## src/posdone_pkg.sv

```systemverilog
// Purpose: constants for the positioning done detector
// Assumes: 16-bit register port, 100 MHz mclk, 1 ms tick input
// Notes:   register indices are word offsets on the plain port
package posdone_pkg;
   localparam int          AW            = 4;
   localparam int          DW            = 16;
   localparam logic [3:0]  A_CMP_SEL     = 4'h0;
   localparam logic [3:0]  A_CMP_THR     = 4'h1;
   localparam logic [3:0]  A_CLS_SEL     = 4'h2;
   localparam logic [3:0]  A_CLS_THR     = 4'h3;
   localparam logic [3:0]  A_HOLD        = 4'h4;
   localparam logic [3:0]  A_CTRL        = 4'h5;
   localparam logic [3:0]  A_STATUS      = 4'h6;
   localparam logic [3:0]  A_IRQ_STAT    = 4'h7;
   localparam logic [3:0]  A_IRQ_EN      = 4'h8;
   localparam logic [3:0]  A_IRQ_CLR     = 4'h9;
   localparam logic [1:0]  SEL_RST       = 2'h0;
   localparam logic [14:0] CMP_THR_RST   = 15'h000a;
   localparam logic [14:0] CLS_THR_RST   = 15'h0064;
   localparam logic [14:0] HOLD_RST      = 15'h000a;
   localparam logic [1:0]  SEL_ERR_ONLY  = 2'h0;
   localparam logic [1:0]  SEL_RAW_ZERO  = 2'h1;
   localparam logic [1:0]  SEL_FILT_ZERO = 2'h2;
   localparam logic [1:0]  SEL_LATCH     = 2'h3;
   // irq / control bit positions
   localparam int          B_CMP_RISE    = 0;
   localparam int          B_CMP_FALL    = 1;
   localparam int          B_CLS_RISE    = 2;
   localparam int          B_CLS_FALL    = 3;
   localparam int          NIRQ          = 4;
   localparam int          B_POS_MODE    = 0;
   localparam int          B_RUNNING     = 1;
endpackage

```

## src/positioning_done_detector.sv

```systemverilog
// Purpose: completion and close flags from position error, speed and hold time
// Assumes: error and speed inputs come from logic on mclk; ms tick is one-cycle pulse
// Notes:   mode/run come from control register bits; flag and read data outputs are registered, irq is gated from registers
//
// Design decisions made here: the register offsets and the strobed register port.
`timescale 1ns/10ps
// Overview of operation
// - completion selector 0..3, reset 0, acts at once when written
// - completion flag needs error within threshold for whole hold time
// - selector 0: error below threshold only, else flag cleared
// - selector 1: also raw speed command zero, else cleared
// - selector 2: also filtered speed command zero, else cleared
// - selector 3: set on error and zero speed, clear only on nonzero speed
// - completion threshold 0..32767, reset 10, immediate
// - flags valid only in position mode while running
// - close flag needs error within close threshold for hold time
// - close selector 0..3, reset 0, immediate
// - close selector has same four conditions on close threshold
// - close threshold 0..32767, reset 100
// - shared hold time in ms, 0..32767, reset 10
module positioning_done_detector
   import posdone_pkg::*;
#(
   parameter int EW = 32
) (
   input  wire logic                    mclk,
   input  wire logic                    rst_n,
   input  wire logic                    ms_tick,
   input  wire logic signed [EW-1:0]    following_error,
   input  wire logic signed [15:0]      raw_speed_command,
   input  wire logic signed [15:0]      filtered_speed_command,
   input  wire logic [posdone_pkg::AW-1:0] addr,
   input  wire logic [posdone_pkg::DW-1:0] wdata,
   input  wire logic                    wr,
   input  wire logic                    rd,
   output logic [posdone_pkg::DW-1:0]   rdata,
   output logic                         completion_flag_output,
   output logic                         close_flag_output,
   output logic                         irq
);
   import posdone_pkg::*;

   // error and threshold compares assume this range
   if (EW < 16 || EW > 32) begin : g_bad_ew
      $error("EW must be 16..32");
   end

   // magnitude read as unsigned, so the most negative error keeps its true size
   function automatic logic [EW-1:0] abs_err(input logic signed [EW-1:0] e);
      abs_err = e[EW-1] ? EW'(-e) : EW'(e);
   endfunction

   // one compare function used by both flags, each with its own threshold
   function automatic logic below_thr(input logic [EW-1:0] a, input logic [14:0] t);
      below_thr = a < EW'(t);
   endfunction

   function automatic logic qualify(input logic [1:0] sel, input logic below,
                                    input logic raw_z, input logic filt_z);
      case (sel)
         SEL_ERR_ONLY:  qualify = below;
         SEL_RAW_ZERO:  qualify = below && raw_z;
         SEL_FILT_ZERO: qualify = below && filt_z;
         default:       qualify = below && raw_z;
      endcase
   endfunction

   // registers
   logic [1:0]      cmp_sel_r, cmp_sel_nxt, cls_sel_r, cls_sel_nxt;
   logic [14:0]     cmp_thr_r, cmp_thr_nxt, cls_thr_r, cls_thr_nxt;
   logic [14:0]     hold_r, hold_nxt;
   logic [1:0]      ctrl_r, ctrl_nxt;
   logic [NIRQ-1:0] ists_r, ists_nxt, ien_r, ien_nxt;
   logic [DW-1:0]   rdata_nxt;

   // write decode; status and irq status are read-only, writes there are dropped
   always_comb begin
      cmp_sel_nxt = cmp_sel_r;
      cls_sel_nxt = cls_sel_r;
      cmp_thr_nxt = cmp_thr_r;
      cls_thr_nxt = cls_thr_r;
      hold_nxt    = hold_r;
      ctrl_nxt    = ctrl_r;
      ien_nxt     = ien_r;
      if (wr) begin
         if (addr == A_CMP_SEL) begin
            cmp_sel_nxt = wdata[1:0];
         end else if (addr == A_CMP_THR) begin
            cmp_thr_nxt = wdata[14:0];
         end else if (addr == A_CLS_SEL) begin
            cls_sel_nxt = wdata[1:0];
         end else if (addr == A_CLS_THR) begin
            cls_thr_nxt = wdata[14:0];
         end else if (addr == A_HOLD) begin
            hold_nxt = wdata[14:0];
         end else if (addr == A_CTRL) begin
            ctrl_nxt = wdata[1:0];
         end else if (addr == A_IRQ_EN) begin
            ien_nxt = wdata[NIRQ-1:0];
         end
      end
   end

   // flag datapath
   logic [EW-1:0]   aerr;
   logic            raw_z, filt_z, active;
   logic            cmp_q, cls_q;
   logic [14:0]     cmp_cnt_r, cmp_cnt_nxt, cls_cnt_r, cls_cnt_nxt;
   logic            cmp_f_r, cmp_f_nxt, cls_f_r, cls_f_nxt;

   assign aerr   = abs_err(following_error);
   assign raw_z  = raw_speed_command == 16'sh0000;
   assign filt_z = filtered_speed_command == 16'sh0000;
   assign active = ctrl_r[B_POS_MODE] && ctrl_r[B_RUNNING];
   // selector 3 qualifies on raw speed; its latch lives in settle_step
   assign cmp_q  = qualify(cmp_sel_r, below_thr(aerr, cmp_thr_r), raw_z, filt_z);
   assign cls_q  = qualify(cls_sel_r, below_thr(aerr, cls_thr_r), raw_z, filt_z);

   // hold counter plus flag update for one flag; returns {flag, count}
   function automatic logic [15:0] settle_step(input logic [1:0] sel, input logic q,
                                               input logic [14:0] cnt, input logic f,
                                               input logic act, input logic rz,
                                               input logic [14:0] hold, input logic tick);
      logic [14:0] cnt_o;
      logic        f_o;
      cnt_o = cnt;
      f_o   = f;
      if (!act) begin
         cnt_o = '0;
         f_o   = 1'b0;
      end else if (!q) begin
         // any lapse starts the hold interval over
         cnt_o = '0;
         if (sel != SEL_LATCH || !rz) begin
            f_o = 1'b0;
         end
      end else if (cnt >= hold) begin
         f_o = 1'b1;
      end else if (tick) begin
         // stops at hold, so the count cannot wrap while a flag stays up
         cnt_o = cnt + 15'h0001;
      end
      settle_step = {f_o, cnt_o};
   endfunction

   always_comb begin
      {cmp_f_nxt, cmp_cnt_nxt} = settle_step(cmp_sel_r, cmp_q, cmp_cnt_r, cmp_f_r, active,
                                             raw_z, hold_r, ms_tick);
      {cls_f_nxt, cls_cnt_nxt} = settle_step(cls_sel_r, cls_q, cls_cnt_r, cls_f_r, active,
                                             raw_z, hold_r, ms_tick);
   end

   // interrupts: edges of each flag; set wins over clear
   logic [NIRQ-1:0] ev;
   always_comb begin
      ev = '0;
      ev[B_CMP_RISE] = cmp_f_nxt && !cmp_f_r;
      ev[B_CMP_FALL] = !cmp_f_nxt && cmp_f_r;
      ev[B_CLS_RISE] = cls_f_nxt && !cls_f_r;
      ev[B_CLS_FALL] = !cls_f_nxt && cls_f_r;
      ists_nxt = ists_r;
      if (wr && addr == A_IRQ_CLR) begin
         ists_nxt = ists_r & ~wdata[NIRQ-1:0];
      end
      ists_nxt = ists_nxt | ev;
   end

   // unmapped and write-only indices read as zero
   always_comb begin
      rdata_nxt = '0;
      if (rd) begin
         if (addr == A_CMP_SEL) begin
            rdata_nxt = {14'h0000, cmp_sel_r};
         end else if (addr == A_CMP_THR) begin
            rdata_nxt = {1'b0, cmp_thr_r};
         end else if (addr == A_CLS_SEL) begin
            rdata_nxt = {14'h0000, cls_sel_r};
         end else if (addr == A_CLS_THR) begin
            rdata_nxt = {1'b0, cls_thr_r};
         end else if (addr == A_HOLD) begin
            rdata_nxt = {1'b0, hold_r};
         end else if (addr == A_CTRL) begin
            rdata_nxt = {14'h0000, ctrl_r};
         end else if (addr == A_STATUS) begin
            rdata_nxt = {14'h0000, cls_f_r, cmp_f_r};
         end else if (addr == A_IRQ_STAT) begin
            rdata_nxt = {12'h000, ists_r};
         end else if (addr == A_IRQ_EN) begin
            rdata_nxt = {12'h000, ien_r};
         end
      end
   end

   // configuration group
   always_ff @(posedge mclk or negedge rst_n) begin
      if (!rst_n) begin
         cmp_sel_r <= SEL_RST;
         cls_sel_r <= SEL_RST;
         cmp_thr_r <= CMP_THR_RST;
         cls_thr_r <= CLS_THR_RST;
         hold_r    <= HOLD_RST;
         ctrl_r    <= '0;
         ien_r     <= '0;
      end else begin
         cmp_sel_r <= cmp_sel_nxt;
         cls_sel_r <= cls_sel_nxt;
         cmp_thr_r <= cmp_thr_nxt;
         cls_thr_r <= cls_thr_nxt;
         hold_r    <= hold_nxt;
         ctrl_r    <= ctrl_nxt;
         ien_r     <= ien_nxt;
      end
   end

   // hold counters and flags
   always_ff @(posedge mclk or negedge rst_n) begin
      if (!rst_n) begin
         cmp_cnt_r <= '0;
         cls_cnt_r <= '0;
         cmp_f_r   <= 1'b0;
         cls_f_r   <= 1'b0;
      end else begin
         cmp_cnt_r <= cmp_cnt_nxt;
         cls_cnt_r <= cls_cnt_nxt;
         cmp_f_r   <= cmp_f_nxt;
         cls_f_r   <= cls_f_nxt;
      end
   end

   // sticky interrupt status
   always_ff @(posedge mclk or negedge rst_n) begin
      if (!rst_n) begin
         ists_r <= '0;
      end else begin
         ists_r <= ists_nxt;
      end
   end

   // read data stands one cycle, then returns to zero
   always_ff @(posedge mclk or negedge rst_n) begin
      if (!rst_n) begin
         rdata <= '0;
      end else begin
         rdata <= rdata_nxt;
      end
   end

   assign completion_flag_output = cmp_f_r;
   assign close_flag_output      = cls_f_r;
   // level output: stays up until software clears or masks the cause
   assign irq                    = |(ists_r & ien_r);

   // checks
   inactive_clears_a: assert property (@(posedge mclk) disable iff (!rst_n)
      !active |=> !cmp_f_r && !cls_f_r && cmp_cnt_r == '0 && cls_cnt_r == '0)
      else $error("flags not cleared when inactive");
   valid_only_a: assert property (@(posedge mclk) disable iff (!rst_n)
      $rose(cmp_f_r) |-> $past(active))
      else $error("completion flag rose while inactive");
   hold_met_a: assert property (@(posedge mclk) disable iff (!rst_n)
      $rose(cmp_f_r) |-> $past(cmp_cnt_r) >= $past(hold_r) && $past(cmp_q))
      else $error("completion flag before hold time");
   close_hold_a: assert property (@(posedge mclk) disable iff (!rst_n)
      $rose(cls_f_r) |-> $past(cls_cnt_r) >= $past(hold_r) && $past(cls_q))
      else $error("close flag before hold time");
   restart_cnt_a: assert property (@(posedge mclk) disable iff (!rst_n)
      !cmp_q |=> cmp_cnt_r == '0)
      else $error("hold counter not restarted");
   sel0_clear_a: assert property (@(posedge mclk) disable iff (!rst_n)
      cmp_sel_r == SEL_ERR_ONLY && !below_thr(aerr, cmp_thr_r) |=> !cmp_f_r)
      else $error("selector 0 flag not cleared");
   sel1_speed_a: assert property (@(posedge mclk) disable iff (!rst_n)
      cmp_sel_r == SEL_RAW_ZERO && !raw_z |=> !cmp_f_r)
      else $error("selector 1 flag with speed");
   sel2_filt_a: assert property (@(posedge mclk) disable iff (!rst_n)
      cmp_sel_r == SEL_FILT_ZERO && !filt_z |=> !cmp_f_r)
      else $error("selector 2 flag with filtered speed");
   sel3_latch_a: assert property (@(posedge mclk) disable iff (!rst_n)
      cmp_sel_r == SEL_LATCH && cmp_sel_nxt == SEL_LATCH && cmp_f_r && active && raw_z
      |=> cmp_f_r)
      else $error("selector 3 flag dropped at zero speed");
   cfg_write_a: assert property (@(posedge mclk) disable iff (!rst_n)
      wr && addr == A_CMP_THR |=> cmp_thr_r == $past(wdata[14:0]))
      else $error("threshold write not immediate");
   close_sel_a: assert property (@(posedge mclk) disable iff (!rst_n)
      wr && addr == A_CLS_SEL |=> cls_sel_r == $past(wdata[1:0]))
      else $error("close selector write lost");
   hold_write_a: assert property (@(posedge mclk) disable iff (!rst_n)
      wr && addr == A_HOLD |=> hold_r == $past(wdata[14:0]))
      else $error("hold time write lost");
   cmp_count_a: assert property (@(posedge mclk) disable iff (!rst_n)
      active && cmp_q && ms_tick && cmp_cnt_r < hold_r |=> cmp_cnt_r == $past(cmp_cnt_r) + 15'h0001)
      else $error("completion hold count missed a tick");
   zero_hold_a: assert property (@(posedge mclk) disable iff (!rst_n)
      active && cmp_q && hold_r == '0 |=> cmp_f_r)
      else $error("completion flag late with zero hold");

   // close flag checks
   cls_sel0_a: assert property (@(posedge mclk) disable iff (!rst_n)
      cls_sel_r == SEL_ERR_ONLY && !below_thr(aerr, cls_thr_r) |=> !cls_f_r)
      else $error("close selector 0 flag not cleared");
   cls_sel1_a: assert property (@(posedge mclk) disable iff (!rst_n)
      cls_sel_r == SEL_RAW_ZERO && !raw_z |=> !cls_f_r)
      else $error("close selector 1 flag with speed");
   cls_sel2_a: assert property (@(posedge mclk) disable iff (!rst_n)
      cls_sel_r == SEL_FILT_ZERO && !filt_z |=> !cls_f_r)
      else $error("close selector 2 flag with filtered speed");
   cls_latch_a: assert property (@(posedge mclk) disable iff (!rst_n)
      cls_sel_r == SEL_LATCH && cls_f_r && active && raw_z |=> cls_f_r)
      else $error("close selector 3 flag dropped at zero speed");
   cls_restart_a: assert property (@(posedge mclk) disable iff (!rst_n)
      !cls_q |=> cls_cnt_r == '0)
      else $error("close hold counter not restarted");
   cls_valid_a: assert property (@(posedge mclk) disable iff (!rst_n)
      $rose(cls_f_r) |-> $past(active))
      else $error("close flag rose while inactive");
   cls_count_a: assert property (@(posedge mclk) disable iff (!rst_n)
      active && cls_q && ms_tick && cls_cnt_r < hold_r |=> cls_cnt_r == $past(cls_cnt_r) + 15'h0001)
      else $error("close hold count missed a tick");
   cls_zero_hold_a: assert property (@(posedge mclk) disable iff (!rst_n)
      active && cls_q && hold_r == '0 |=> cls_f_r)
      else $error("close flag late with zero hold");

   // register port and interrupt checks
   sel_write_a: assert property (@(posedge mclk) disable iff (!rst_n)
      wr && addr == A_CMP_SEL |=> cmp_sel_r == $past(wdata[1:0]))
      else $error("completion selector write lost");
   cls_thr_write_a: assert property (@(posedge mclk) disable iff (!rst_n)
      wr && addr == A_CLS_THR |=> cls_thr_r == $past(wdata[14:0]))
      else $error("close threshold write lost");
   ctrl_write_a: assert property (@(posedge mclk) disable iff (!rst_n)
      wr && addr == A_CTRL |=> ctrl_r == $past(wdata[1:0]))
      else $error("mode and run write lost");
   rdata_idle_a: assert property (@(posedge mclk) disable iff (!rst_n)
      !rd |=> rdata == '0)
      else $error("read data not zero after idle cycle");
   status_read_a: assert property (@(posedge mclk) disable iff (!rst_n)
      rd && addr == A_STATUS |=> rdata == {14'h0000, $past(cls_f_r), $past(cmp_f_r)})
      else $error("status read does not show flags");
   irq_set_wins_a: assert property (@(posedge mclk) disable iff (!rst_n)
      |ev |=> (ists_r & $past(ev)) == $past(ev))
      else $error("interrupt event not latched");
   irq_clear_a: assert property (@(posedge mclk) disable iff (!rst_n)
      wr && addr == A_IRQ_CLR && ev == '0 |=> (ists_r & $past(wdata[NIRQ-1:0])) == '0)
      else $error("interrupt clear not applied");
endmodule

```

## config.mk

```make
export PLATFORM = sky130hd
export DESIGN_NAME = positioning_done_detector
export DESIGN_NICKNAME = d
export VERILOG_FILES = /design/src/posdone_pkg.sv /design/src/positioning_done_detector.sv
export SDC_FILE = /design/constraint.sdc
export NUM_CORES = 1
export LEC_CHECK = 0
export BUFFER_PORTS_ARGS = -buffer_cell sky130_fd_sc_hd__clkbuf_2
export CAP_MARGIN = 0
export CELL_PAD_IN_SITES_DETAIL_PLACEMENT = 1
export CELL_PAD_IN_SITES_GLOBAL_PLACEMENT = 2
export CORE_MARGIN = 2
export CORE_UTILIZATION = 33
export DETAILED_ROUTE_END_ITERATION = 10
export PLACE_DENSITY_LB_ADDON = 0.1
export SYNTH_ARGS = -nofsm -noshare
export SYNTH_HDL_FRONTEND = slang
export SYNTH_SLANG_ARGS = --single-unit
```

## constraint.sdc

```tcl
create_clock -name mclk -period 2.61 [get_ports mclk]
set_clock_uncertainty 0.05 [all_clocks]
set_input_delay 0.1305 -clock mclk [delete_from_list [all_inputs] [get_ports mclk]]
set_output_delay 0.1305 -clock mclk [all_outputs]
set_load 0.05 [all_outputs]
```

Word-level counts from Yosys, hierarchy flattened:

Cells that the tools add are included.

* bitwise logic cells: 10
* reduce and logical (&&, ||, !) cells: 32
* order comparisons: 4
* multiplexer cells: 30
* equal/unequal tests: 17
* add/subtract/negate cells: 3

Operator list (count)
* 2-to-1 mux 15 bit: 14
* less-than comparator 32 x 15 -> 1 bit: 2
* logical NOT 16 bit: 2
* 2-to-1 mux 32 bit: 1
* negation 32 bit: 1
* adder 15 x 1 -> 15 bit (second input constant): 2
* >= comparator 15 bit: 2
* 2-to-1 mux 4 bit: 5
* == test 4 x 3 -> 1 bit (second input constant): 4
* != test 3 bit (second input constant): 4
* logical AND 1 bit: 10
* bitwise AND 4 bit: 2
* == test 4 x 2 -> 1 bit (second input constant): 2
* == test 4 bit (second input constant): 2
* 2-to-1 mux 1 bit: 8
* AND reduction 8 bit: 1
* AND reduction 7 bit: 1
* NOT 1 bit: 6
* AND reduction 2 bit: 3
* AND reduction 6 bit: 1
* logical NOT 1 bit: 5
* AND reduction 5 bit: 1
* == test 2 bit (second input constant): 2
* == test 4 x 1 -> 1 bit (second input constant): 1
* 10 further kinds: 14

* output and inout bits: 19
* bits in registers: 107
* logic and storage cells: 109
* input bits: 89

Longest topological paths before layout:

Gate-level depths: netlist (run 1).

* depth in word-level cells: 11
* mapped depth: 15

Least setup slack after synthesis (run 1):

Ideal clock, no wire load.

* path kind: in2reg
* from: input port following_error[5]
* to: register ists_r[3]
* stages: 10
* setup slack: -915 ps
* required time: 2439 ps
* arrival: 3354 ps
* path through: or4_1 -> or4_1 -> o21ai_0 -> xnor2_1 -> ha_1 -> a21o_1 -> a211o_1 -> a2111oi_0 -> a41oi_1 -> a22o_1

* cells in the longest elaborated chain, start to end: 10
* elaborated cells on any way between the ends: 11

Ends and longest elaborated chain
* start: declaration: line positioning_done_detector.sv:29 `input wire logic signed [EW-1:0] following_error,`
* negation 32 bit: line positioning_done_detector.sv:50 `abs_err = e[EW-1] ? EW'(-e) : EW'(e);`
* 2-to-1 mux 32 bit *: line positioning_done_detector.sv:50
* less-than comparator 32 x 15 -> 1 bit *: line positioning_done_detector.sv:55 `below_thr = a < EW'(t);`
* logical AND 1 bit (on tied branches): line positioning_done_detector.sv:62, positioning_done_detector.sv:64, positioning_done_detector.sv:63
* case mux 1 bit (2 select lines) *: line positioning_done_detector.sv:60 `case (sel)`
* 2-to-1 mux 1 bit *: line positioning_done_detector.sv:131 `end else if (!q) begin`
* 2-to-1 mux 1 bit *: line positioning_done_detector.sv:128 `if (!act) begin`
* logical NOT 1 bit *: line positioning_done_detector.sv:160 `ev[B_CLS_FALL] = !cls_f_nxt && cls_f_r;`
* logical AND 1 bit *: line positioning_done_detector.sv:160
* bitwise OR 4 bit *: line positioning_done_detector.sv:165 `ists_nxt = ists_nxt | ev;`
* via ists_nxt[3]: line positioning_done_detector.sv:73 `logic [NIRQ-1:0] ists_r, ists_nxt, ien_r, ien_nxt;`
* end signal: assignment: line positioning_done_detector.sv:235 `ists_r <= ists_nxt;`
* end: declaration: line positioning_done_detector.sv:73

The timed path passes the listed nets; every way through them passes the cells marked *.
A chain may end at the register's enable or synchronous reset.

Worst setup path after layout (run 1):

Same ends and word-level chain as after synthesis.

==> results of run 1 <==
==> metal layers <==
layer / vias to the layer above / GRT usage [%] / share of wire (%)
li1: 3290 / - / -
met1: 3471 / 29.6 / 46
met2: 107 / 38.7 / 51
met3: 16 / 2.33 / 2.5
met4: 0 / 4.76 / 0.95
met5: - / 0 / 0
==> worst paths after layout <==
check                                    from             to  slack (ns)
setup / recovery           following_error[5]      ists_r[3]       -0.43
hold / removal                       wdata[5]   cls_thr_r[5]        0.02
setup reg to reg                    hold_r[1]  cls_cnt_r[13]       -0.24
hold reg to reg                  cmp_thr_r[2]   cmp_thr_r[2]        0.47
max in group asynchronous               rst_n      hold_r[3]        1.64
min in group asynchronous               rst_n       ien_r[0]        0.16
==> per-stage QoR <==
stage               cells  setup slack [ns]  instance area [sq um]
floorplan             768            -0.387                   7300
global placement     1256            -0.615                   9060
detailed placement   1256            -0.723                   9060
CTS                  1287            -0.301                   9610
global route         1290            -0.514                   9790
finish               1290            -0.426                   9790
==> area by class of cell <==
cell class | count | area [sq um] | share of cell area, %
inverter | 61 | 229 | 2.34
sequential | 106 | 2660 | 27.2
clock buffer | 9 | 225 | 2.30
clock inverter | 7 | 88.8 | 0.907
timing repair buffer | 248 | 1730 | 17.6
tap | 280 | 350 | 3.58
multi-input combinational | 579 | 4510 | 46.1
==> timing repair <==
action                                 in CTS  in global routing
resized for setup                          15                 34
pin swaps                                   9                 17
endpoints found under the hold margin      53                  0
gates cloned                                1                  1
setup buffers                               4                  2
hold buffers                               11                  0
setup endpoints to repair                  36                 36
==> sequential cells by signal, indices dropped and copies added, names as in the netlist <==
register / cells
ctrl_r: 2
cmp_thr_r: 15
hold_r: 15
rdata: 15
cmp_cnt_r: 15
cmp_sel_r: 2
cls_thr_r: 15
completion_flag_output: 1
cls_sel_r: 2
cls_cnt_r: 15
ien_r: 4
ists_r: 4
close_flag_output: 1
==> cell usage after synthesis, types with 3 or more instances <==
library cell	n	area share (%)
a41oi_1	3	0.36
clkbuf_1	19	0.98
a311o_1	3	0.41
or3_1	8	0.69
nor2b_1	6	0.52
o21ai_0	24	1.7
nand4_1	16	1.4
nand4b_1	3	0.36
nor2_2	8	0.69
o31ai_1	5	0.52
nand3_1	27	1.9
o41ai_1	3	0.36
dfrtp_1	99	34
xor2_1	9	1.1
a211oi_1	11	1.1
mux2_2	57	8.8
nor2_1	69	3.6
ha_1	61	11
a21oi_1	37	2.6
a22oi_1	15	1.6
a21o_1	13	1.3
a31oi_1	5	0.43
nor4_1	22	1.9
a2111oi_0	3	0.36
xnor2_1	30	3.6
o211ai_1	6	0.62
and3_1	5	0.43
nor3_1	21	1.4
mux2i_1	4	0.55
o22ai_1	3	0.26
or4_1	4	0.41
nand2_1	50	2.6
a22o_1	4	0.48
dfstp_2	7	2.5
inv_1	61	3.2
nand2b_1	7	0.60
==> cells by family after synthesis <==
family	Yosys count
xor+xnor	39
flops	106
buf+inv	83
compound gates	154
simple gates	263
mux	61
other cells	1
fa+ha+maj	61
==> power groups by stage <==
stage	Sequential [mW]	Clock, mW	Combinational [mW]
2_1_floorplan	2.05	0	0.758
5_1_grt	2.08	1.55	1.68
3_3_place_gp	2.06	0	1.39
3_5_place_dp	2.07	0	1.44
4_1_cts	2.04	1.49	1.50
6_report	2.04	1.45	1.51
==> results.md, run 1 <==
* Slew @ Worst Pin at 0.534 ns
* First-pass GRT wire length at 41.1 mm
* Psw at 1.72 mW
* Number of global-route vias before repair at 7539
* Core area at 0.0217 sq mm
* Antenna cells at 0
* Mapped Area at 0.00726 sq mm
* Final setup fails at 36
* I/O Buffers at 105
* FP Rows at 54
* GP Congestion at 0.918
* Final Util at 45.1%
* Syn Nets at 918
* Clk slew on worst S/H paths at 0.08 ns
* Number of remaining DRC errors at 0
* Clk_lat worst skew at 0.36 ns
* CP Data Required Time at 2.80 ns
* Kind of cell adding the most delay to the critical path: compound AO/OA/AOI/OAI gates
* Ys Warns at 0
* Worst-case clock buffer depth at 2
* Sequential share of the synthesized area at 36.7%
* Die area at 0.0232 sq mm
* Post-synthesis cell count at 768
* Starting Density at 33.5%
* RSZ-0062 raised after global routing: yes
* Sw Share at 34.5%
* Layout area overhead at 34.9%
* Final #Nets at 1155
* Pre-antenna DRT Iters at 5
* Synth Area in Compound Gates at 14.5%
* Routed Antenna Nets at 0
* Post-synth ARST share at 100%
* Number of CTS-inserted buffers at 9
* Final hold vios at 0
* Total Power at 5.00 mW
* Largest net degree at the start of global routing at 58
* Setup TNS Final at -10.70 ns
* Final WL at 25.4 mm
* Status: complete, but fails checks
* H-tree depth at 3
* Worst path slowest cell: or4_4
* Commonest non-fill, non-tap cell in the layout: buf_4
* Number of maximum-capacitance violations at 0
* Static Leak at 4.49 nW
* Violated checks: negative setup slack
* Root buffer cell: clkbuf_16
* Number of flops mapped to enable cells by yosys at 0
* WL/cell at 19.7 microns
* Initial DRC Count at 261
* Routed via count at 6884
* Worst rel slew slack at 63.9%
* FILL cells at 2530
* Post-Synth Simple-Gate Area at 19.6%
* Final WS setup at -0.426 ns
* Ports at 108
* Tcrit/Tclk final at 116%
* Hold crit path type: in2reg
* Clk pwr share at 29.0%
* CTS Sinks at 106
* Synth Area in XOR/XNOR at 4.71%
* P_int at 3.28 mW
* CP Class: in2reg
* Most frequent cells in the layout: buf_4 (126), clkbuf_2 (103), dfrtp_1 (99)
* Hold_ws at 0.0190 ns
* Peak VDD IR at 0.266 mV
* Adder-cell area share of the yosys netlist at 10.5%
* CP cell instances: buf_6 > or4_4 > or4_4 > nand2_4 > xnor2_2 > ha_1 > a21o_1 > a21o_1 > a21oi_2 > nor2_2 > a2111oi_4 > buf_4 > a41oi_2 > a22o_1
* Vias per cell at 5.34
* Antenna violations before repair at 0
* Crit path depth at 14
* CTS tree: yes
* PD cells at 511 mW/mm^2
* DP Wirelength at 20.1 mm
* Yosys cell types at 65
* Comb power frac at 30.2%
* Worst setup EP type: flop
* Startpoint types: input pin
* Buf/Inv on CP at 2
* CP max stage delay at 0.53 ns
* Min-Delay Path Depth at 2
* Largest family of logic cells by synthesized area: simple AND/OR/NAND/NOR gates
* Worst-path fanout max at 3
* Min cycle time layout at 3.04 ns
* Flops & latches, synth at 106
* Die W at 152 microns
* Max Clock Freq at 0.329 GHz
* Arrival time worst endpoint at 3.23 ns
* Seq pwr share at 40.9%
* Mux cell area share after synthesis at 9.39%
* Slew Limit Fails at 0
* Die height at 152 microns
* Cells on worst reg2reg path at 10
* Main flop type after synthesis: dfrtp_1
* Tot GR Track Use at 22.1%
* Grt ovf at 0
* Syn_area_per_cell at 9.45 sq um
* Layout cells sized above 1 at 37.3%
Note: power is estimated with default switching activity, not from simulation.
==> run 2: changes to the inputs <==
--- a/config.mk
+++ b/config.mk
@@ -10,7 +10,7 @@
 export CELL_PAD_IN_SITES_DETAIL_PLACEMENT = 1
 export CELL_PAD_IN_SITES_GLOBAL_PLACEMENT = 2
 export CORE_MARGIN = 2
-export CORE_UTILIZATION = 33
+export CORE_UTILIZATION = 39
 export DETAILED_ROUTE_END_ITERATION = 10
 export PLACE_DENSITY_LB_ADDON = 0.1
 export SYNTH_ARGS = -nofsm -noshare
==> constraint.sdc (replaced) <==
create_clock -name mclk -period 3.8 [get_ports mclk]
set_clock_uncertainty 0.05 [all_clocks]
set_input_delay 0.19 -clock mclk [delete_from_list [all_inputs] [get_ports mclk]]
set_output_delay 0.19 -clock mclk [all_outputs]
set_load 0.05 [all_outputs]
==> run 2 against run 1 <==
  * The flow now finishes without violations
  * Largest cell class unchanged
  * Register-to-register slack gained 0.72 ns
  * Worst setup slack better by 0.77 ns
  * Via count is 6.1% lower
  * Critical path type unchanged
  * Critical path depth is the same
==> results.md, run 2 (synthesized netlist as in run 1, its figures left out) <==
* Status: completed
* Min-Delay Path Depth at 3 (+1)
* Die W at 140 microns (-7.8%)
* Layout cells sized above 1 at 25.3% (-12 points)
* Slew @ Worst Pin at 1.16 ns (+0.626 ns)
* Die height at 140 microns (-7.8%)
* Initial DRC Count at 246 (-5.7%)
* DP Wirelength at 18.0 mm (-11%)
* Buf/Inv on CP at 2 (unchanged)
* Layout area overhead at 15.7%
* Antenna violations before repair at 0 (unchanged)
* Largest net degree at the start of global routing at 49 (-16%)
* Core area at 0.0181 sq mm (-17%)
* R2r startpoint: hold_r[1]
* FILL cells at 2120 (-16%)
* Comb power frac at 26.1% (-4.1 points)
* Worst setup EP type: flop
* Starting Density at 40.1% (+6.7 points)
* First-pass GRT wire length at 36.6 mm (-11%)
* Seq pwr share at 44.8% (+3.9 points)
* Worst rel slew slack at 22.4% (-41 points)
* Hold crit path type: in2reg
* P_int at 2.12 mW (-35%)
* Clk slew on worst S/H paths at 0.07 ns (about the same)
* Clk pwr share at 29.1% (about the same)
* Reg2reg end: cls_cnt_r[13]
* Max Clock Freq at 0.289 GHz
* Peak VDD IR at 0.221 mV (-17%)
* Sw Share at 32.9% (-1.5 points)
* HP Start: rd
* Hold_ws at 0.0321 ns (+0.0131 ns)
* Crit path depth at 14 (unchanged)
* FP Rows at 49 (-9.3%)
* FF-to-FF setup slack at 0.48 ns (+0.72 ns)
* Die area at 0.0197 sq mm (-15%)
* Vias per cell at 5.82 (+9.0%)
* Worst Setup SP: following_error[6]
* Pre-antenna DRT Iters at 4 (-1)
* Tcrit/Tclk final at 91.0%
* CP Class: in2reg
* Min cycle time layout at 3.46 ns
* Clk_lat worst skew at 0.36 ns (about the same)
* Static Leak at 3.78 nW (-16%)
* Worst-path fanout max at 3 (unchanged)
* H-tree depth at 3 (unchanged)
* Worst path slowest cell: or4_1
* Antenna cells at 0 (unchanged)
* Final hold vios at 0 (unchanged)
* Routed Antenna Nets at 0 (unchanged)
* CP Data Required Time at 3.99 ns (+1.19 ns)
* Commonest non-fill, non-tap cell in the layout: clkbuf_2
* Non-Filler Instances at 1112 (-14%)
* Root buffer cell: clkbuf_16
* RSZ-0062 raised after global routing: no
* Number of maximum-capacitance violations at 0 (unchanged)
* PostCTS Resize Cnt at 0 (-15)
* PD cells at 377 mW/mm^2 (-26%)
* Number of CTS-inserted buffers at 9 (unchanged)
* GP Congestion at 0.857 (-6.7%)
* CP Capture Point: ists_r[3]
* Final WL at 22.6 mm (-11%)
* CTS tree: yes
* Startpoint types: input pin
* Placed instance count at 1095 (-13%)
* CP cell instances: clkbuf_2 > or4_1 > or4_1 > nand2_1 > xnor2_1 > ha_1 > a21o_1 > a21o_1 > a21oi_1 > nor2_1 > a2111oi_0 > buf_4 > a41oi_1 > a22o_1
* Cells on worst reg2reg path at 10 (unchanged)
* CTS Sinks at 106 (unchanged)
* Tot GR Track Use at 23.5% (+1.3 points)
* Setup bufs post-CTS at 0 (-4)
* Kind of cell adding the most delay to the critical path: compound AO/OA/AOI/OAI gates
* Ports at 108 (unchanged)
* Most frequent cells in the layout: clkbuf_2 (104), dfrtp_1 (99), nor2_1 (69)
* Number of global-route vias before repair at 6867 (-8.9%)
* Psw at 1.04 mW (-40%)
* CP max stage delay at 0.57 ns (+0.04 ns)
* Number of remaining DRC errors at 0 (unchanged)
* Final #Nets at 1028 (-11%)
* WL/cell at 20.3 microns (+3.3%)
* Final setup fails at 0 (-100%)
* Slew Limit Fails at 0 (unchanged)
* I/O Buffers at 105 (unchanged)
* Worst-case clock buffer depth at 2 (unchanged)
* Arrival time worst endpoint at 3.65 ns (+0.42 ns)
* Total Power at 3.16 mW (-37%)
* Routed via count at 6467 (-6.1%)
* Grt ovf at 0 (unchanged)
* Final Util at 46.4% (+1.3 points)
==> run 2: changes by cell type in the layout (fill, tap and decap cells not counted), moves of 3 or more <==
cell / before / now
buf_4: 126 / 15
nor2_1: 55 / 69
nor2_4: 11 / 0
dlygate4sd3_1: 11 / 1
a21oi_1: 31 / 37
a21oi_2: 6 / 0
o21ai_0: 20 / 24
buf_12: 4 / 1
clkinv_8: 3 / 0
clkinvlp_4: 0 / 3
nor2_2: 11 / 8
o21ai_1: 4 / 1
==> run 2: power groups by stage <==
stage | Combinational [mW] | Clock [mW] | Sequential, mW
after floorplan | 0.513 | 0 | 1.40
after global placement | 0.790 | 0 | 1.43
after detailed placement | 0.831 | 0 | 1.44
after CTS | 0.839 | 0.940 | 1.42
after global routing | 0.932 | 0.986 | 1.44
final | 0.825 | 0.918 | 1.42
==> run 2: area by class of cell <==
class / instances / area [sq um] / share of cell area [%]
Clock buffer: 11 / 253 / 3.01
Timing Repair Buffer: 121 / 663 / 7.90
Multi-Input combinational cell: 579 / 4270 / 50.8
Sequential cell: 106 / 2660 / 31.7
Inverter: 61 / 229 / 2.73
Clock inverter: 5 / 36.3 / 0.432
Tap cell: 229 / 287 / 3.41
==> run 2: worst min-delay path by stage <==
stage / endpoint / slack, ns
after floorplan: close_flag_output / -0.16
after global placement: cmp_sel_r[1] / 0.19
after detailed placement: cmp_sel_r[0] / 0.21
after CTS: rdata[1] / 0.03
after global routing: rdata[1] / 0.05
final: rdata[1] / 0.03
==> run 2: worst reg2reg max path: cells and delay by family, from the launching register on <==
family          cells  cell delay [ns]
compound gates      5             1.24
fa+ha+maj           1             0.22
buf+inv             1             0.11
flops               1             0.53
simple gates        3             1.10
==> run 2: what timing repair did <==
action / 4_1_cts / 5_1_grt
setup endpoints to repair: 0 / 0
hold buffers: 1 / 0
hold endpoints to repair: 41 / 0
==> run 2: metrics by stage <==
stage / setup TNS, ns / setup WS, ns / cell area (sq um)
2_1_floorplan: 0 / 0.215 / 7260
3_3_place_gp: 0 / 0.0797 / 8100
3_5_place_dp: -0.385 / -0.0602 / 8100
4_1_cts: 0 / 0.279 / 8400
5_1_grt: 0 / 0.122 / 8400
6_report: 0 / 0.343 / 8400
==> run 2: metal layers <==
metal  vias to the layer above  track usage (%)  routed length (microns)
li1                       3028                -                        -
met1                      3257             29.0                     9810
met2                       147             42.8                    11500
met3                        35             2.94                      751
met4                         0             6.96                      512
met5                         -                0                        0
==> run 3: changes to the inputs <==
--- a/config.mk
+++ b/config.mk
@@ -11,7 +11,9 @@
 export CELL_PAD_IN_SITES_GLOBAL_PLACEMENT = 2
 export CORE_MARGIN = 2
 export CORE_UTILIZATION = 39
+export CTS_BUF_LIST = sky130_fd_sc_hd__clkbuf_16
 export DETAILED_ROUTE_END_ITERATION = 10
+export GPL_ROUTABILITY_DRIVEN = 1
 export PLACE_DENSITY_LB_ADDON = 0.1
 export SYNTH_ARGS = -nofsm -noshare
 export SYNTH_HDL_FRONTEND = slang
==> run 3 against run 2 <==
  * Worst setup slack improved by 0.0053 ns
  * Routed wire length shrank 0.35%
  * Utilization shrank 0.11 points
  * Total power fell by 1.5%
  * Largest cell class unchanged
  * Combinational power hardly changed
  * Global-route usage barely moved
==> results.md, run 3 (synthesized netlist as in run 1, its figures left out) <==
* Startpoint types: input pin
* CP Class: in2reg
* Min-Delay Path Depth at 3 (unchanged)
* Die area at 0.0197 sq mm (unchanged)
* Clk slew on worst S/H paths at 0.07 ns (about the same)
* Design Area, Final at 0.00838 sq mm (-0.24%)
* First-pass GRT wire length at 36.6 mm (about the same)
* CP Data Required Time at 3.99 ns (about the same)
* Static Leak at 3.77 nW (-0.30%)
* Worst rel slew slack at 19.9% (-2.5 points)
* Reg2reg end: cls_cnt_r[13]
* Antenna violations before repair at 0 (unchanged)
* CTS tree: yes
* Met1 Use GR at 29.1% (+0.11 points)
* Setup bufs post-CTS at 0 (unchanged)
* Routed via count at 6434 (-0.51%)
* I/O Buffers at 105 (unchanged)
* Worst-case clock buffer depth at 2 (unchanged)
* FP Rows at 49 (unchanged)
* WL/cell at 20.2 microns (-0.35%)
* Met2 Use GR at 42.6% (-0.18 points)
* Peak VDD IR at 0.221 mV (-0.16%)
* PostCTS Resize Cnt at 0 (unchanged)
* Multi-input gate area at 0.00427 sq mm (unchanged)
* Arrival time worst endpoint at 3.64 ns (about the same)
* RSZ-0062 raised after global routing: no
* Layout area overhead at 15.4%
* Tot GR Track Use at 23.5% (about the same)
* PD cells at 372 mW/mm^2 (-1.3%)
* Clk_lat worst skew at 0.35 ns (about the same)
* Clk pwr share at 28.0% (-1.1 points)
* Cells on worst reg2reg path at 10 (unchanged)
* Ports at 108 (unchanged)
* Met3 Use GR at 2.94% (unchanged)
* Grt ovf at 0 (unchanged)
* FILL cells at 2123 (+0.14%)
* Psw at 1.03 mW (-0.72%)
* Hold_ws at 0.0329 ns (+0.000759 ns)
* Layout cells sized above 1 at 25.0% (-0.23 points)
* Antenna cells at 0 (unchanged)
* Final setup fails at 0 (unchanged)
* P_int at 2.08 mW (-1.9%)
* Total Power at 3.11 mW (-1.5%)
* R2r startpoint: hold_r[1]
* Routed Antenna Nets at 0 (unchanged)
* Slew Limit Fails at 0 (unchanged)
* Commonest non-fill, non-tap cell in the layout: clkbuf_2
* CP Capture Point: ists_r[3]
* Pre-antenna DRT Iters at 4 (unchanged)
* Starting Density at 40.1% (unchanged)
* Initial DRC Count at 266 (+8.1%)
* GP Congestion at 0.857 (unchanged)
* Largest net degree at the start of global routing at 49 (unchanged)
* DP Wirelength at 18.0 mm (unchanged)
* Min cycle time layout at 3.45 ns (-0.00533 ns)
* Number of maximum-capacitance violations at 0 (unchanged)
* Worst Setup SP: following_error[6]
* Number of CTS-inserted buffers at 9 (unchanged)
* Number of global-route vias before repair at 6861 (-0.087%)
* FF-to-FF setup slack at 0.48 ns (about the same)
* Final #Nets at 1028 (unchanged)
* Root buffer cell: clkbuf_16
* Placed instance count at 1095 (unchanged)
* Final hold vios at 0 (unchanged)
* Comb power frac at 26.5% (+0.4 points)
* CTS Sinks at 106 (unchanged)
* Worst-path fanout max at 3 (unchanged)
* Number of remaining DRC errors at 0 (unchanged)
* Sw Share at 33.2% (+0.27 points)
* Core area at 0.0181 sq mm (unchanged)
* Non-Filler Instances at 1112 (unchanged)
* Status: completed
* Hold_buf cts at 1 (unchanged)
* Die height at 140 microns (unchanged)
* Worst setup EP type: flop
* Most frequent cells in the layout: clkbuf_2 (104), dfrtp_1 (99), nor2_1 (69)
* Hold crit path type: in2reg
* Sequential Area at 0.00266 sq mm (unchanged)
* Slew @ Worst Pin at 1.20 ns (+0.0370 ns)
* H-tree depth at 3 (unchanged)
* Global routing's busiest layer: met2
* Die W at 140 microns (unchanged)
* Max Clock Freq at 0.290 GHz (+0.15%)
* Area after DPL at 0.00810 sq mm (unchanged)
* Vias per cell at 5.79 (-0.51%)
* Final WL at 22.5 mm (-0.35%)
* Seq pwr share at 45.5% (+0.7 points)
* Tcrit/Tclk final at 90.8% (-0.14 points)
## run 3: cell count changes in the layout (fill, tap and decap cells not counted)
cell and change:
clkbuf_8 -2, clkinv_1 +2
## run 3: how the worst min path moves through the flow
| stage | slack, ns | from | endpoint |
|---|---|---|---|
| 2_1_floorplan | -0.16 | rst_n | close_flag_output |
| 3_3_place_gp | 0.19 | rst_n | cmp_sel_r[1] |
| 3_5_place_dp | 0.21 | rst_n | cmp_sel_r[0] |
| 4_1_cts | 0.03 | rd | rdata[1] |
| 5_1_grt | 0.05 | rd | rdata[1] |
| 6_report | 0.03 | rd | rdata[1] |
## run 3: final cells by class
cell class                 instances  area share (%)
sequential                       106            31.8
clock buffer                       9            2.69
tap                              229            3.42
inverter                          61            2.73
timing repair buffer             121            7.92
clock inverter                     7           0.523
multi-input combinational        579            50.9
## run 3: metal layers
layer  part of all wire (%)  up-vias
li1                       -     3026
met2                     51      129
met3                    3.3       35
met4                    2.3        0
met1                     44     3244
met5                      0        -
## run 3: worst max-delay path, stage by stage
cell and delay (ns):
clkbuf_2 0.12, or4_1 0.57, or4_1 0.50, nand2_1 0.12, xnor2_1 0.18, ha_1 0.31
a21o_1 0.19, a21o_1 0.17, a21oi_1 0.14, nor2_1 0.06, a2111oi_0 0.42, buf_4 0.22
a41oi_1 0.15, a22o_1 0.28
## run 3: stage by stage
step | util, % | setup TNS (ns) | setup slack [ns]
after floorplan | - | 0 | 0.215
after global placement | 44.8 | 0 | 0.0797
after detailed placement | 44.8 | -0.385 | -0.0602
after CTS | 46.3 | 0 | 0.285
after global routing | 46.3 | 0 | 0.141
final | 46.3 | 0 | 0.348
## run 3: power by group through the flow
stage,Sequential (mW),Clock [mW],Combinational [mW]
3_5_place_dp,1.44,0,0.831
3_3_place_gp,1.43,0,0.790
2_1_floorplan,1.40,0,0.513
4_1_cts,1.41,0.898,0.839
6_report,1.42,0.871,0.825
5_1_grt,1.44,0.944,0.932
